--- config.mk ---
export PLATFORM = sky130hd
export DESIGN_NAME = sprite_cursor_overlay
export DESIGN_NICKNAME = d
export VERILOG_FILES = /design/src/overlay_pkg.sv /design/src/sprite_cursor_overlay.sv
export SDC_FILE = /design/constraint.sdc
export NUM_CORES = 1
export LEC_CHECK = 0
export BUFFER_PORTS_ARGS = -buffer_cell sky130_fd_sc_hd__buf_2
export CAP_MARGIN = 5
export CORE_MARGIN = 4
export CORE_UTILIZATION = 30
export CTS_CLUSTER_SIZE = 20
export DETAILED_ROUTE_END_ITERATION = 10
export MAX_ROUTING_LAYER = met4
export PLACE_DENSITY_LB_ADDON = 0.12
export SYNTH_ARGS = -nofsm -noshare
export SYNTH_HDL_FRONTEND = slang
export SYNTH_SLANG_ARGS = --single-unit
--- constraint.sdc ---
create_clock -name ref_clk -period 11.7 [get_ports ref_clk]
set_clock_uncertainty 0.1 [all_clocks]
set_input_delay 1.17 -clock ref_clk [delete_from_list [all_inputs] [get_ports ref_clk]]
set_output_delay 1.17 -clock ref_clk [all_outputs]
set_load 0.05 [all_outputs]
--- src/overlay_pkg.sv ---
// constants and types for the sprite and cursor overlay
// =====================================================
`default_nettype none
package overlay_pkg;
  // =====================================================
  // register indices on the indexed port
  localparam logic [5:0] IDX_X_HI = 6'h30;
  localparam logic [5:0] IDX_X_LO = 6'h31;
  localparam logic [5:0] IDX_Y_HI = 6'h32;
  localparam logic [5:0] IDX_Y_LO = 6'h33;
  localparam logic [5:0] IDX_CLIP_COL = 6'h34;
  localparam logic [5:0] IDX_CLIP_ROW = 6'h35;
  localparam logic [5:0] IDX_ADDR_HI = 6'h36;
  localparam logic [5:0] IDX_ADDR_LO = 6'h37;
  localparam logic [5:0] IDX_FUNC = 6'h38;
  localparam logic [5:0] IDX_PAL0 = 6'h3c;
  localparam logic [5:0] IDX_PAL1 = 6'h3d;
  localparam logic [5:0] IDX_PAL2 = 6'h3e;
  localparam logic [5:0] IDX_PAL3 = 6'h3f;
  localparam logic [1:0] IDX_BANK = 2'h3;
  // =====================================================
  // function register fields and reset value
  localparam int unsigned FN_VDBL = 3;
  localparam int unsigned FN_HDBL = 2;
  localparam int unsigned FN_CURSOR = 1;
  localparam int unsigned FN_SCHEME = 0;
  localparam logic [7:0] REG_RESET = 8'h00;
  // =====================================================
  // pattern geometry
  localparam int unsigned PAT_ROWS = 64;
  localparam int unsigned PAT_COLS = 64;
  localparam logic [2:0] SPRITE_LAST_FETCH = 3'h7;
  localparam logic [2:0] CURSOR_LAST_FETCH = 3'h3;
  // =====================================================
  // types
  typedef struct packed {
    logic active;
    logic [9:0] x;
    logic [3:0] shade;
  } video_in_t;
  typedef enum logic {FS_IDLE, FS_FETCH} fetch_state_t;
endpackage : overlay_pkg
`default_nettype wire

--- src/sprite_cursor_overlay.sv ---
// sprite and cursor overlay: registers, pattern fetch, pixel mix
`timescale 1ns/1ps
`default_nettype none
module sprite_cursor_overlay #(
  parameter int unsigned ROWS = 64
) (
  input wire logic ref_clk,
  input wire logic resetn,
  input wire logic reg_index_wr,
  input wire logic reg_data_wr,
  input wire logic reg_data_rd,
  input wire logic [7:0] reg_wdata,
  output logic [7:0] reg_rdata,
  input wire logic overlay_enable,
  input wire logic line_start,
  input wire logic [8:0] line_y,
  input wire overlay_pkg::video_in_t video_in,
  output logic [3:0] pix_out,
  output logic pix_from_overlay,
  output logic fetch_req,
  output logic [17:0] video_mem_addr,
  input wire logic fetch_ack,
  input wire logic [31:0] fetch_data
);
  // =====================================================
  // elaboration check
  if (ROWS != overlay_pkg::PAT_ROWS) begin : g_bad_rows
    $error("pattern rows must be 64");
  end

  // =====================================================
  // register port
  logic [5:0] index_q;
  logic [7:0] regs_q [16];
  logic [7:0] rdata_q;

  // writable bits per index, zero for unmapped
  function automatic logic [7:0] reg_mask(input logic [5:0] idx);
    logic [7:0] m;
    m = 8'h00;
    if (idx == overlay_pkg::IDX_X_HI) begin
      m = 8'h03;
    end else if (idx == overlay_pkg::IDX_X_LO || idx == overlay_pkg::IDX_Y_LO) begin
      m = 8'hff;
    end else if (idx == overlay_pkg::IDX_ADDR_LO) begin
      m = 8'hff;
    end else if (idx == overlay_pkg::IDX_Y_HI || idx == overlay_pkg::IDX_ADDR_HI) begin
      m = 8'h01;
    end else if (idx == overlay_pkg::IDX_CLIP_COL || idx == overlay_pkg::IDX_CLIP_ROW) begin
      m = 8'h3f;
    end else if (idx == overlay_pkg::IDX_FUNC) begin
      m = 8'h0f;
    end else if (idx[5:2] == overlay_pkg::IDX_PAL0[5:2]) begin
      m = 8'h0f;
    end
    return m;
  endfunction : reg_mask

  // index latch
  always_ff @(posedge ref_clk or negedge resetn) begin
    if (!resetn) begin
      index_q <= 6'h00;
    end else if (reg_index_wr) begin
      index_q <= reg_wdata[5:0];
    end
  end

  // register writes, reserved bits dropped
  always_ff @(posedge ref_clk or negedge resetn) begin
    if (!resetn) begin
      for (int i = 0; i < 16; i++) begin
        regs_q[i] <= overlay_pkg::REG_RESET;
      end
    end else if (reg_data_wr && index_q[5:4] == overlay_pkg::IDX_BANK) begin
      regs_q[index_q[3:0]] <= reg_wdata & reg_mask(index_q);
    end
  end

  // read data, unmapped reads zero
  always_ff @(posedge ref_clk or negedge resetn) begin
    if (!resetn) begin
      rdata_q <= 8'h00;
    end else if (reg_data_rd) begin
      rdata_q <= (index_q[5:4] == overlay_pkg::IDX_BANK) ? (regs_q[index_q[3:0]] & reg_mask(index_q)) : 8'h00;
    end
  end
  assign reg_rdata = rdata_q;

  // =====================================================
  // decoded fields
  logic [9:0] x_pos;
  logic [8:0] y_pos;
  logic [5:0] clip_col;
  logic [5:0] clip_row;
  logic [8:0] pat_base;
  logic [7:0] func;
  logic vdbl, hdbl, cursor_sel, scheme_sel;
  logic [3:0] pal [4];

  assign x_pos = {regs_q[overlay_pkg::IDX_X_HI[3:0]][1:0], regs_q[overlay_pkg::IDX_X_LO[3:0]]};
  assign y_pos = {regs_q[overlay_pkg::IDX_Y_HI[3:0]][0], regs_q[overlay_pkg::IDX_Y_LO[3:0]]};
  assign clip_col = regs_q[overlay_pkg::IDX_CLIP_COL[3:0]][5:0];
  assign clip_row = regs_q[overlay_pkg::IDX_CLIP_ROW[3:0]][5:0];
  assign pat_base = {regs_q[overlay_pkg::IDX_ADDR_HI[3:0]][0], regs_q[overlay_pkg::IDX_ADDR_LO[3:0]]};
  assign func = regs_q[overlay_pkg::IDX_FUNC[3:0]];
  // mode bits count only while enabled
  assign vdbl = overlay_enable & func[overlay_pkg::FN_VDBL];
  assign hdbl = overlay_enable & func[overlay_pkg::FN_HDBL];
  assign cursor_sel = overlay_enable & func[overlay_pkg::FN_CURSOR];
  assign scheme_sel = overlay_enable & func[overlay_pkg::FN_SCHEME];
  // palette shades, entry 0 is also cursor background
  assign pal[0] = regs_q[overlay_pkg::IDX_PAL0[3:0]][3:0];
  assign pal[1] = regs_q[overlay_pkg::IDX_PAL1[3:0]][3:0];
  assign pal[2] = regs_q[overlay_pkg::IDX_PAL2[3:0]][3:0];
  assign pal[3] = regs_q[overlay_pkg::IDX_PAL3[3:0]][3:0];

  // =====================================================
  // row selection for the coming line
  logic [8:0] dy, row_off;
  logic [9:0] row_sum;
  logic row_vis;
  logic [5:0] line_row_q;
  logic line_vis_q;

  // origin stays at y_pos, doubling halves the offset
  assign dy = line_y - y_pos;
  assign row_off = vdbl ? {1'b0, dy[8:1]} : dy;
  assign row_sum = {4'h0, clip_row} + {1'b0, row_off};
  assign row_vis = overlay_enable && (line_y >= y_pos) && (row_sum < 10'(ROWS));

  // latch row per line
  always_ff @(posedge ref_clk or negedge resetn) begin
    if (!resetn) begin
      line_row_q <= 6'h00;
      line_vis_q <= 1'b0;
    end else if (line_start) begin
      line_row_q <= row_sum[5:0];
      line_vis_q <= row_vis;
    end
  end

  // =====================================================
  // pattern fetch
  overlay_pkg::fetch_state_t state_q;
  logic [2:0] fetch_idx_q;
  logic fetch_cursor_q;
  logic [2:0] fetch_last;

  assign fetch_last = fetch_cursor_q ? overlay_pkg::CURSOR_LAST_FETCH : overlay_pkg::SPRITE_LAST_FETCH;

  // one word per acknowledge until the row is loaded
  always_ff @(posedge ref_clk or negedge resetn) begin
    if (!resetn) begin
      state_q <= overlay_pkg::FS_IDLE;
      fetch_idx_q <= 3'h0;
      fetch_cursor_q <= 1'b0;
    end else begin
      case (state_q)
        overlay_pkg::FS_IDLE: begin
          if (line_start && row_vis) begin
            state_q <= overlay_pkg::FS_FETCH;
            fetch_idx_q <= 3'h0;
            fetch_cursor_q <= cursor_sel;
          end
        end
        overlay_pkg::FS_FETCH: begin
          if (fetch_ack) begin
            fetch_idx_q <= fetch_idx_q + 3'h1;
            if (fetch_idx_q == fetch_last) begin
              state_q <= overlay_pkg::FS_IDLE;
            end
          end
        end
        default: state_q <= overlay_pkg::FS_IDLE;
      endcase
    end
  end

  assign fetch_req = (state_q == overlay_pkg::FS_FETCH);
  assign video_mem_addr = {pat_base, line_row_q, fetch_idx_q};

  // =====================================================
  // row pattern buffer, two bits per column
  logic [1:0] pat_q [overlay_pkg::PAT_COLS];

  for (genvar j = 0; j < 64; j++) begin : g_pat
    localparam int SB0 = 7 - (j % 8);
    localparam int CB0 = ((j % 16) / 8) * 16 + 7 - (j % 8);
    // sprite: 8 pixels per word, cursor: 16 per word
    always_ff @(posedge ref_clk or negedge resetn) begin
      if (!resetn) begin
        pat_q[j] <= 2'h0;
      end else if (fetch_req && fetch_ack) begin
        if (!fetch_cursor_q && fetch_idx_q == 3'(j / 8)) begin
          pat_q[j] <= {fetch_data[SB0 + 8], fetch_data[SB0]};
        end else if (fetch_cursor_q && fetch_idx_q == 3'(j / 16)) begin
          pat_q[j] <= {fetch_data[CB0 + 8], fetch_data[CB0]};
        end
      end
    end
  end

  // =====================================================
  // column selection and pixel mix
  logic [9:0] dx, col_off;
  logic [10:0] col_sum;
  logic vis;
  logic [1:0] code;
  logic [3:0] mix;
  logic mix_ovl;
  logic [3:0] pix_q;
  logic ovl_q;

  // origin stays at x_pos, doubling halves the offset
  assign dx = video_in.x - x_pos;
  assign col_off = hdbl ? {1'b0, dx[9:1]} : dx;
  assign col_sum = {5'h00, clip_col} + {1'b0, col_off};
  assign vis = overlay_enable && line_vis_q && video_in.active && (video_in.x >= x_pos)
    && (col_sum < 11'(overlay_pkg::PAT_COLS));
  assign code = pat_q[col_sum[5:0]];

  // cursor decode when cursor_sel is set, sprite palette decode otherwise
  always_comb begin
    mix = video_in.shade;
    mix_ovl = 1'b0;
    if (vis) begin
      if (cursor_sel) begin
        case (code)
          2'h0: mix = pal[0];
          2'h1: mix = pal[1];
          2'h2: mix = video_in.shade;
          default: mix = ~video_in.shade;
        endcase
        mix_ovl = (code != 2'h2);
      end else if (scheme_sel && code == 2'h0) begin
        mix = video_in.shade;
      end else begin
        mix = pal[code];
        mix_ovl = 1'b1;
      end
    end
  end

  // registered pixel output
  always_ff @(posedge ref_clk or negedge resetn) begin
    if (!resetn) begin
      pix_q <= 4'h0;
      ovl_q <= 1'b0;
    end else begin
      pix_q <= mix;
      ovl_q <= mix_ovl;
    end
  end
  assign pix_out = pix_q;
  assign pix_from_overlay = ovl_q;

  // =====================================================
  // checks
  addr_base_a: assert property (@(posedge ref_clk) disable iff (!resetn)
    fetch_req |-> video_mem_addr[17:9] == pat_base) else $error("fetch base wrong");
  row_first_a: assert property (@(posedge ref_clk) disable iff (!resetn)
    $rose(fetch_req) |-> video_mem_addr[2:0] == 3'h0 && video_mem_addr[8:3] == $past(row_sum[5:0]))
    else $error("fetch start wrong");
  sprite_count_a: assert property (@(posedge ref_clk) disable iff (!resetn)
    fetch_req && fetch_ack && !fetch_cursor_q && video_mem_addr[2:0] == 3'h7 |=> !fetch_req)
    else $error("sprite fetch count wrong");
  disabled_pass_a: assert property (@(posedge ref_clk) disable iff (!resetn)
    !overlay_enable |=> pix_out == $past(video_in.shade) && !pix_from_overlay)
    else $error("disabled overlay altered pixel");
  left_edge_a: assert property (@(posedge ref_clk) disable iff (!resetn)
    video_in.x < x_pos |=> !pix_from_overlay) else $error("overlay left of origin");
  origin_a: assert property (@(posedge ref_clk) disable iff (!resetn)
    overlay_enable && line_vis_q && video_in.active && video_in.x == x_pos && clip_col == 6'h00
    |-> vis) else $error("origin pixel hidden");
  palette_pick_a: assert property (@(posedge ref_clk) disable iff (!resetn)
    vis && !cursor_sel && !scheme_sel |=> pix_out == $past(pal[code]))
    else $error("sprite palette wrong");
  transparent_a: assert property (@(posedge ref_clk) disable iff (!resetn)
    vis && !cursor_sel && scheme_sel && code == 2'h0 |=> pix_out == $past(video_in.shade))
    else $error("transparency wrong");
  cursor_invert_a: assert property (@(posedge ref_clk) disable iff (!resetn)
    vis && cursor_sel && code == 2'h3 |=> pix_out == ~$past(video_in.shade))
    else $error("cursor invert wrong");
  pal0_readback_a: assert property (@(posedge ref_clk) disable iff (!resetn)
    reg_data_wr && !reg_index_wr && index_q == overlay_pkg::IDX_PAL0 ##1 reg_data_rd && !reg_index_wr
    |=> reg_rdata == ($past(reg_wdata, 2) & 8'h0f)) else $error("entry zero readback wrong");
endmodule : sprite_cursor_overlay
`default_nettype wire

==> metrics.txt, run 1 <==
area of the multi-input gates=~0.0075 mm²; FILL cells=slightly below 5000; initial antenna violation count=1; WS Path Type=in -> reg; status=completed; cell area after synthesis=0.0148 mm²; CP endpoint kind=register; Worst setup SP type=input port; clk sinks=271; largest buffer count on any clock path=3; Vias=10200; Non-Filler Instances=2069; DR top layer=met4; total chip power=4.10 mW; Total Die Area=~0.053 mm²; Ports=roughly 100; Yosys cell types=roughly 70; Syn Area/Cell=between 10 and 15 µm²; ANT nets after route=0; Ys Warns=0; dpl hpwl=a little over 30 mm; async set-reset flop share out of synthesis=1.00; Slew HR=0.256; HP Class=reg -> reg; unrepaired setup endpoints after global routing=false; Routed WL=about 43 mm; CTS resizes=0; sequential power share=0.333; Synth Register Bits=about 270; Leak Pwr=7.87 nW; Setup Viol. Count Final=0; Layout area overhead=16.3%; PD cells=~240 mW/mm²; DRT Pass-1 Iters=4; clk_lat worst skew=0.54 ns; vias in the first global route=10600; max-cap violations=0; clock power share=0.283; pin count of the biggest net entering global routing=about 110; grt ovf=0; TritonCTS clock tree=done; H-Tree Level Count=2; register area=0.00678 mm²; clk root buf=clkbuf_16; Final Hold Vio Count=0; Int Power=roughly 2.6 mW; Tot GR Track Use=0.166; Sw Share=0.361; Logic pwr share=0.384; Finished Core Util=0.352; postcts setup bufs=0; Initial Util=0.303; placed cell count=2005; I/O Buffers=between 100 and 150; critical path fanouts, max=32; met3 WL=roughly 1.3 mm; first-pass GRT wire length=roughly 66 mm; Mapped Cells=between 1000 and 1500; Critical Path AT=6.08 ns; Seq/Total Area, Yosys=0.458; Synthesized Nets=~1400; site row count=about 80; share of layout cells above drive strength 1=0.260; Met2 Routed Length=roughly 21 mm; gpl congestion=approximately 0.8; switching pwr=1.48 mW; Post-Route M1 WL=between 15 and 20 mm; Main synth FF type=dfrtp_1; clock-pin slew on the worst setup and hold paths=approximately 0.060 ns; Vias per Instance=between 4 and 5; Die X=approximately 230 µm; Peak Freq=between 0.15 and 0.2 GHz; nets@finish=approximately 1500; fin crit period=5.77 ns; Post-synth EDFFs=0; Die H=between 200 and 250 µm; Fin Setup TNS=0 ns; r2r setup slk=6.22 ns; CTS Hold Bufs=0; Fin Hold WS=~0.38 ns; Final period util=0.494; First DRT Iteration DRCs=~440; worst vdd ir=between 0.0001 and 0.00015 V; most frequent cells in the layout=269 x dfrtp_1, 107 x mux2_2, 102 x buf_2; DR DRC count=0; Least-Margin Pin Slew=roughly 1.1 ns; most common cell after layout, fill and taps aside=dfrtp_1; Num CTS Buffers=35; Worst EP required=approximately 12 ns; Routed wire per std cell=between 20 and 25 µm; core area=roughly 0.049 mm²; Final Max Slew Viols=0
cell type report:
type / count / area share
diodes: 1 / 0.000145
clock buffers: 54 / 0.0657
clock inverters: 9 / 0.00735
inverters: 51 / 0.0111
multi-input cells: 898 / 0.435
flip-flops and latches: 271 / 0.394
well taps: 664 / 0.0483
repair buffers: 121 / 0.0384
registers in the layout, indices dropped and copies added, names as in the netlist:
name,count
pat_q,128
regs_q,69
pal,16
video_mem_addr,9
reg_rdata,8
clip_col,6
clip_row,6
func,6
index_q,6
line_row_q,6
pix_out,4
fetch_idx_q,3
fetch_cursor_q,1
fetch_req,1
line_vis_q,1
pix_from_overlay,1
synth_stat cells (all sizes together), types with 9 or more instances:
library cell,n,area (µm²)
and2,12,77.6
nor2b,62,388
nand3,23,115
a211oi,12,100
o211ai,9,67.6
ha,38,475
dfrtp,271,6780
nor2,86,323
o21ai,85,425
a21o,14,106
nand4,10,62.6
mux4,64,1480
clkbuf,39,146
nand2,96,368
buf,29,226
xnor2,10,87.6
inv,51,191
nor3,12,60.1
mux2i,84,841
mux2,110,1240
a21oi,79,403
metal layers:
metal / global-route usage / vias to the layer above
li1: - / 4867
met5: - / -
met2: 0.277 / 170
met3: 0.0219 / 46
met4: 0.0435 / 0
met1: 0.216 / 5160
power by group through the flow:
stage | Clock (mW) | Combinational (mW) | Sequential, mW
6_report | 1.16 | 1.58 | 1.36
5_1_grt | 1.23 | 1.74 | 1.40
4_1_cts | 1.20 | 1.60 | 1.37
3_5_place_dp | 0 | 1.59 | 1.39
3_3_place_gp | 0 | 1.58 | 1.38
2_1_floorplan | 0 | 1.20 | 1.38
critical path, stage by stage:
cell and delay, ns:
buf_2 0.09, inv_1 0.06, ha_1 0.14, inv_1 0.05, fa_1 0.51, nor2_1 0.06
a21oi_1 0.13, ha_2 0.20, inv_1 0.05, fa_1 0.49, buf_4 0.43, mux4_2 0.39
nor2b_1 0.16, a2111oi_2 0.37, nor4_1 0.12, a21o_1 0.22, a21oi_2 0.51, mux2_2 0.46
a2111oi_4 0.37, a211oi_2 0.08
path summary, 6_finish.rpt:
kind | cells past startpoint | to | from
worst min-delay path | 2 | pat_q[10] | pat_q[10]
worst max register to register | 18 | pix_out[0] | regs_q[112]
worst min register to register | 2 | pat_q[10] | pat_q[10]
max in group asynchronous | 3 | pat_q[14] | resetn
worst max-delay path | 20 | pix_out[0] | video_in[4]
min in group asynchronous | 1 | regs_q[109] | resetn
metrics by stage:
step | setup slack, ns | instance area, µm²
final | 5.93 | 17200
after global routing | 5.57 | 17200
after CTS | 5.95 | 17200
after detailed placement | 5.39 | 15900
after global placement | 5.45 | 15900
after floorplan | 6.43 | 14800
logic make-up after synthesis:
logic type / Yosys count / synth area share
buffers and inverters: 119 / 0.0381
AND/OR/NAND/NOR: 337 / 0.112
multiplexers: 258 / 0.241
flip-flops: 271 / 0.458
adder cells (fa/ha/maj): 42 / 0.0376
XOR/XNOR: 16 / 0.00947
AO/OA/AOI/OAI: 245 / 0.104
(Power assumes the default switching activity.)
==> run 2: changes to the inputs <==
- clock period: 11.7 -> 4.81 ns (I/O delays scaled with it)
==> metrics.txt, run 2 (synthesis gave the netlist of run 1 again) <==
Die H=approximately 230 µm; Layout area overhead=20.7%; largest reg by FF count=pat_q; most common cell after layout, fill and taps aside=dfrtp_1; core area=between 0.04 and 0.05 mm²; initial antenna violation count=0; largest buffer count on any clock path=3; area of placed instances=about 0.017 mm²; Finished Core Util=0.365; Vias=10500; site row count=roughly 80; unrepaired setup endpoints after global routing=true; DRT Pass-1 Iters=4; I/O Buffers=just over 100; Largest delay share family, worst path=adder cells; Total Die Area=0.0529 mm²; Worst EP required=between 5 and 6 ns; Peak Freq=between 0.2 and 0.25 GHz; worst vdd ir=around 0.00024 V; first-pass GRT wire length=67.2 mm; HP Class=in -> reg; slowest cell on the critical path=fa_2; met3 WL=1.27 mm; r2r setup slk=0.17 ns; ANT nets after route=0; buffers and inverters on the worst path=4; vias in the first global route=between 10000 and 15000; gpl congestion=roughly 0.81; Final Max Slew Viols=0; WS Path Type=reg -> reg; clk root buf=clkbuf_16; Tot GR Track Use=0.168; max-cap violations=0; # diodes=0; Vias per Instance=between 4 and 5; Routed WL=42.8 mm; slowest cell delay on critical path=around 0.6 ns; status=completed; CP endpoint kind=register; grt ovf=0; DR top layer=met4; critical path fanouts, max=11; Final period util=0.964; Least-Margin Pin Slew=about 1.1 ns; clk_lat worst skew=0.54 ns; Final Hold Vio Count=0; TritonCTS clock tree=done; Post-Route M1 WL=approximately 20 mm; clock-pin slew on the worst setup and hold paths=roughly 0.06 ns; Slew HR=0.285; First DRT Iteration DRCs=464; clk sinks=around 270; Num CTS Buffers=36; Routed wire per std cell=about 20 µm; nets@finish=1556; pin count of the biggest net entering global routing=between 90 and 100; Met2 Routed Length=between 20 and 25 mm; worst-path cell chain=ha_1, inv_1, fa_1, nor2_1, a21oi_1, ha_2, inv_1, fa_2, buf_12, mux4_2, a2111oi_4, nor4_2, a21o_1, a21oi_2, buf_6, mux2_2, a222oi_1, a22oi_2; share of layout cells above drive strength 1=0.299; max reg flops=~130; fin crit period=between 4 and 5 ns; dpl hpwl=about 31 mm; H-Tree Level Count=2; Ports=~100; Worst setup SP type=register; Leak Pwr=approximately 8.2 nW; Die X=about 230 µm; Critical Path AT=between 4 and 5 ns; Setup Viol. Count Final=0; post-route design area=0.0179 mm²; FILL cells=4865; Initial Util=0.303; PD cells=approximately 600 mW/mm²; DR DRC count=0; most frequent cells in the layout=269 x dfrtp_1, 110 x mux2_2, 102 x buf_2; Most common cell on crit path=inv_1; total chip power=about 11 mW
-- run 2: worst paths after layout --
check                                  start          end  cells after the start
worst max-delay path             regs_q[112]   pix_out[1]                     18
worst min-delay path            reg_wdata[7]  regs_q[119]                      3
min in group asynchronous             resetn  regs_q[125]                      2
worst max register to register   regs_q[112]   pix_out[1]                     18
max in group asynchronous             resetn   pat_q[106]                      3
worst min register to register      pat_q[4]     pat_q[4]                      2
-- run 2: per-stage QoR --
step | setup slack, ns | setup TNS, ns | instances | hold slack [ns]
floorplan | 0.226 | 0 | 1288 | 0.0854
global placement | -0.135 | -0.569 | 2066 | 0.366
detailed placement | -0.181 | -0.792 | 2066 | 0.370
CTS | 0.0576 | 0 | 2131 | 0.0700
global route | -0.0342 | -0.114 | 2132 | 0.100
finish | 0.172 | 0 | 2132 | 0.103
-- run 2: area by class of cell --
cell class              count  area, µm²  share of cell area
multi-input cells         898       7580               0.425
flip-flops and latches    271       6780               0.380
repair buffers            184       1270              0.0711
clock buffers              55       1060              0.0596
well taps                 664        831              0.0465
inverters                  51        191              0.0107
clock inverters             9        135             0.00757
-- run 2: tightest hold or removal path: stages --
cell and delay, ns:
buf_2 0.10, nand3_1 0.06, o21ai_0 0.07
-- run 2: routing by layer --
layer	GRT usage	up-vias
met4	0.0414	0
li1	-	4997
met5	-	-
met1	0.219	5256
met3	0.0227	53
met2	0.279	154
-- run 2: report_power, final --
group	total, mW	switching [mW]	internal, mW	leakage, nW
combinational	4.65	2.36	2.29	4.20
sequential	3.34	0.403	2.94	3.40
clock	2.73	1.04	1.69	0.587
-- run 2: timing repair --
action,4_1_cts,5_1_grt
hold buffers,1,0
gates resized for setup,0,26
endpoints found under the setup margin,0,5
setup buffers,0,1
hold endpoints to repair,84,0
==> run 3: changes to the inputs <==
==> constraint.sdc (replaced) <==
create_clock -name ref_clk -period 4.81 [get_ports ref_clk]
set_clock_uncertainty 0.1 [all_clocks]
set_input_delay 0.962 -clock ref_clk [delete_from_list [all_inputs] [get_ports ref_clk]]
set_output_delay 0.962 -clock ref_clk [all_outputs]
set_load 0.05 [all_outputs]
==> metrics.txt, run 3 (synthesis gave the netlist of run 1 again) <==
Worst EP required=5.12 ns; clk_lat worst skew=roughly 0.55 ns; Layout area overhead=21.7%; max-cap violations=0; Setup Viol. Count Final=0; Least-Margin Pin Slew=around 1.2 ns; largest buffer count on any clock path=3; Routed wire per std cell=about 20 µm; Worst setup SP type=input port; H-Tree Level Count=2; Final period util=0.978; site row count=between 80 and 90; # diodes=0; Fin Setup TNS=0 ns; gpl congestion=~0.8; Vias per Instance=4.90; largest reg by FF count=pat_q; initial antenna violation count=0; Fin Hold WS=0.327 ns; Die X=about 230 µm; PD cells=approximately 600 mW/mm²; Final Hold Vio Count=0; Num CTS Buffers=35; Finished Core Util=0.369; Final Max Slew Viols=0; setup ws final=0.104 ns; Total Die Area=~0.053 mm²; clk sinks=about 270; dpl hpwl=between 30 and 40 mm; WS Path Type=in -> reg; nets@finish=~1600; unrepaired setup endpoints after global routing=true; share of layout cells above drive strength 1=0.315; First DRT Iteration DRCs=between 500 and 600; vias in the first global route=around 11000; clock-pin slew on the worst setup and hold paths=0.06 ns; grt ovf=0; Slew HR=0.228; CP endpoint kind=register; ANT nets after route=0; Critical Path AT=around 5 ns; critical path fanouts, max=8; core area=between 0.04 and 0.05 mm²; Routed WL=43.8 mm; worst vdd ir=roughly 0.00021 V; status=completed; HP Class=in -> async; max reg flops=128; I/O Buffers=~100; pin count of the biggest net entering global routing=97; most common cell after layout, fill and taps aside=dfrtp_1; Initial Util=0.303; first-pass GRT wire length=68.8 mm; fin crit period=approximately 4.7 ns; DP Worst Slack=-0.632 ns; DR DRC count=0; Ports=about 100; most frequent cells in the layout=269 x dfrtp_1, 106 x mux2_2, 101 x buf_2; Leak Pwr=~8.3 nW; CTS Hold Bufs=0; TritonCTS clock tree=done; clk root buf=clkbuf_16; Die H=between 200 and 250 µm; Peak Freq=about 0.21 GHz; Vias=10600; Tot GR Track Use=0.172; DRT Pass-1 Iters=5; r2r setup slk=0.25 ns
==> run 3: report_power, final <==
| part | leakage, nW | switching (mW) | internal (mW) |
|---|---|---|---|
| registers | 3.40 | 0.412 | 2.94 |
| clock network | 0.551 | 1.07 | 1.50 |
| logic | 4.35 | 2.39 | 2.38 |
| total | 8.31 | 3.88 | 6.83 |
==> run 3: path summary, 6_finish.rpt <==
| kind | cells after the start | to | start |
|---|---|---|---|
| max reg2reg | 18 | pix_out[1] | regs_q[112] |
| min | 1 | regs_q[125] | resetn |
| max | 20 | pix_out[1] | video_in[4] |
| min in group ref_clk | 2 | pat_q[15] | pat_q[15] |
| min reg2reg | 2 | pat_q[15] | pat_q[15] |
| max in group asynchronous | 2 | index_q[0] | resetn |
==> run 3: repair_timing <==
item                       in CTS  in global routing
gates cloned                    0                  0
buffers inserted                0                  7
setup endpoints to repair       4                  5
resized for setup              11                 15
pin swaps                       0                 13
==> run 3: layout make-up <==
| class | count | area, µm² |
|---|---|---|
| Tap cell | 664 | 831 |
| Clock buffer | 47 | 981 |
| Timing Repair Buffer | 210 | 1470 |
| Multi-Input combinational cell | 898 | 7600 |
| Clock inverter | 13 | 138 |
| Inverter | 51 | 204 |
| Fill cell | 4933 | 30800 |
| Sequential cell | 271 | 6780 |
==> run 3: metal layers <==
layer / vias to the layer above / share of wire / track usage
met1: 5299 / 0.46 / 0.230
met5: - / 0 / -
met4: 0 / 0.015 / 0.0308
met3: 44 / 0.039 / 0.0296
li1: 5029 / - / -
met2: 191 / 0.49 / 0.279
==> run 3: through the flow <==
step | total power, mW | cell area (µm²) | instances
5_1_grt | 11.4 | 18000 | 2154
3_3_place_gp | 7.96 | 16700 | 2087
2_1_floorplan | 6.31 | 14900 | 1288
4_1_cts | 10.7 | 17900 | 2147
6_report | 10.7 | 18000 | 2154
3_5_place_dp | 8.01 | 16700 | 2087
==> run 3: worst max-delay path: stages <==
cell	delay, ns
buf_8	0.11
inv_12	0.04
ha_4	0.12
inv_2	0.03
fa_1	0.50
nor2_1	0.04
a21oi_1	0.13
ha_2	0.20
inv_2	0.04
fa_2	0.59
buf_8	0.15
mux4_2	0.33
a2111oi_4	0.38
nor4_2	0.08
a21o_1	0.20
a21oi_2	0.16
buf_6	0.15
mux2_4	0.32
a222oi_1	0.39
a22oi_2	0.09
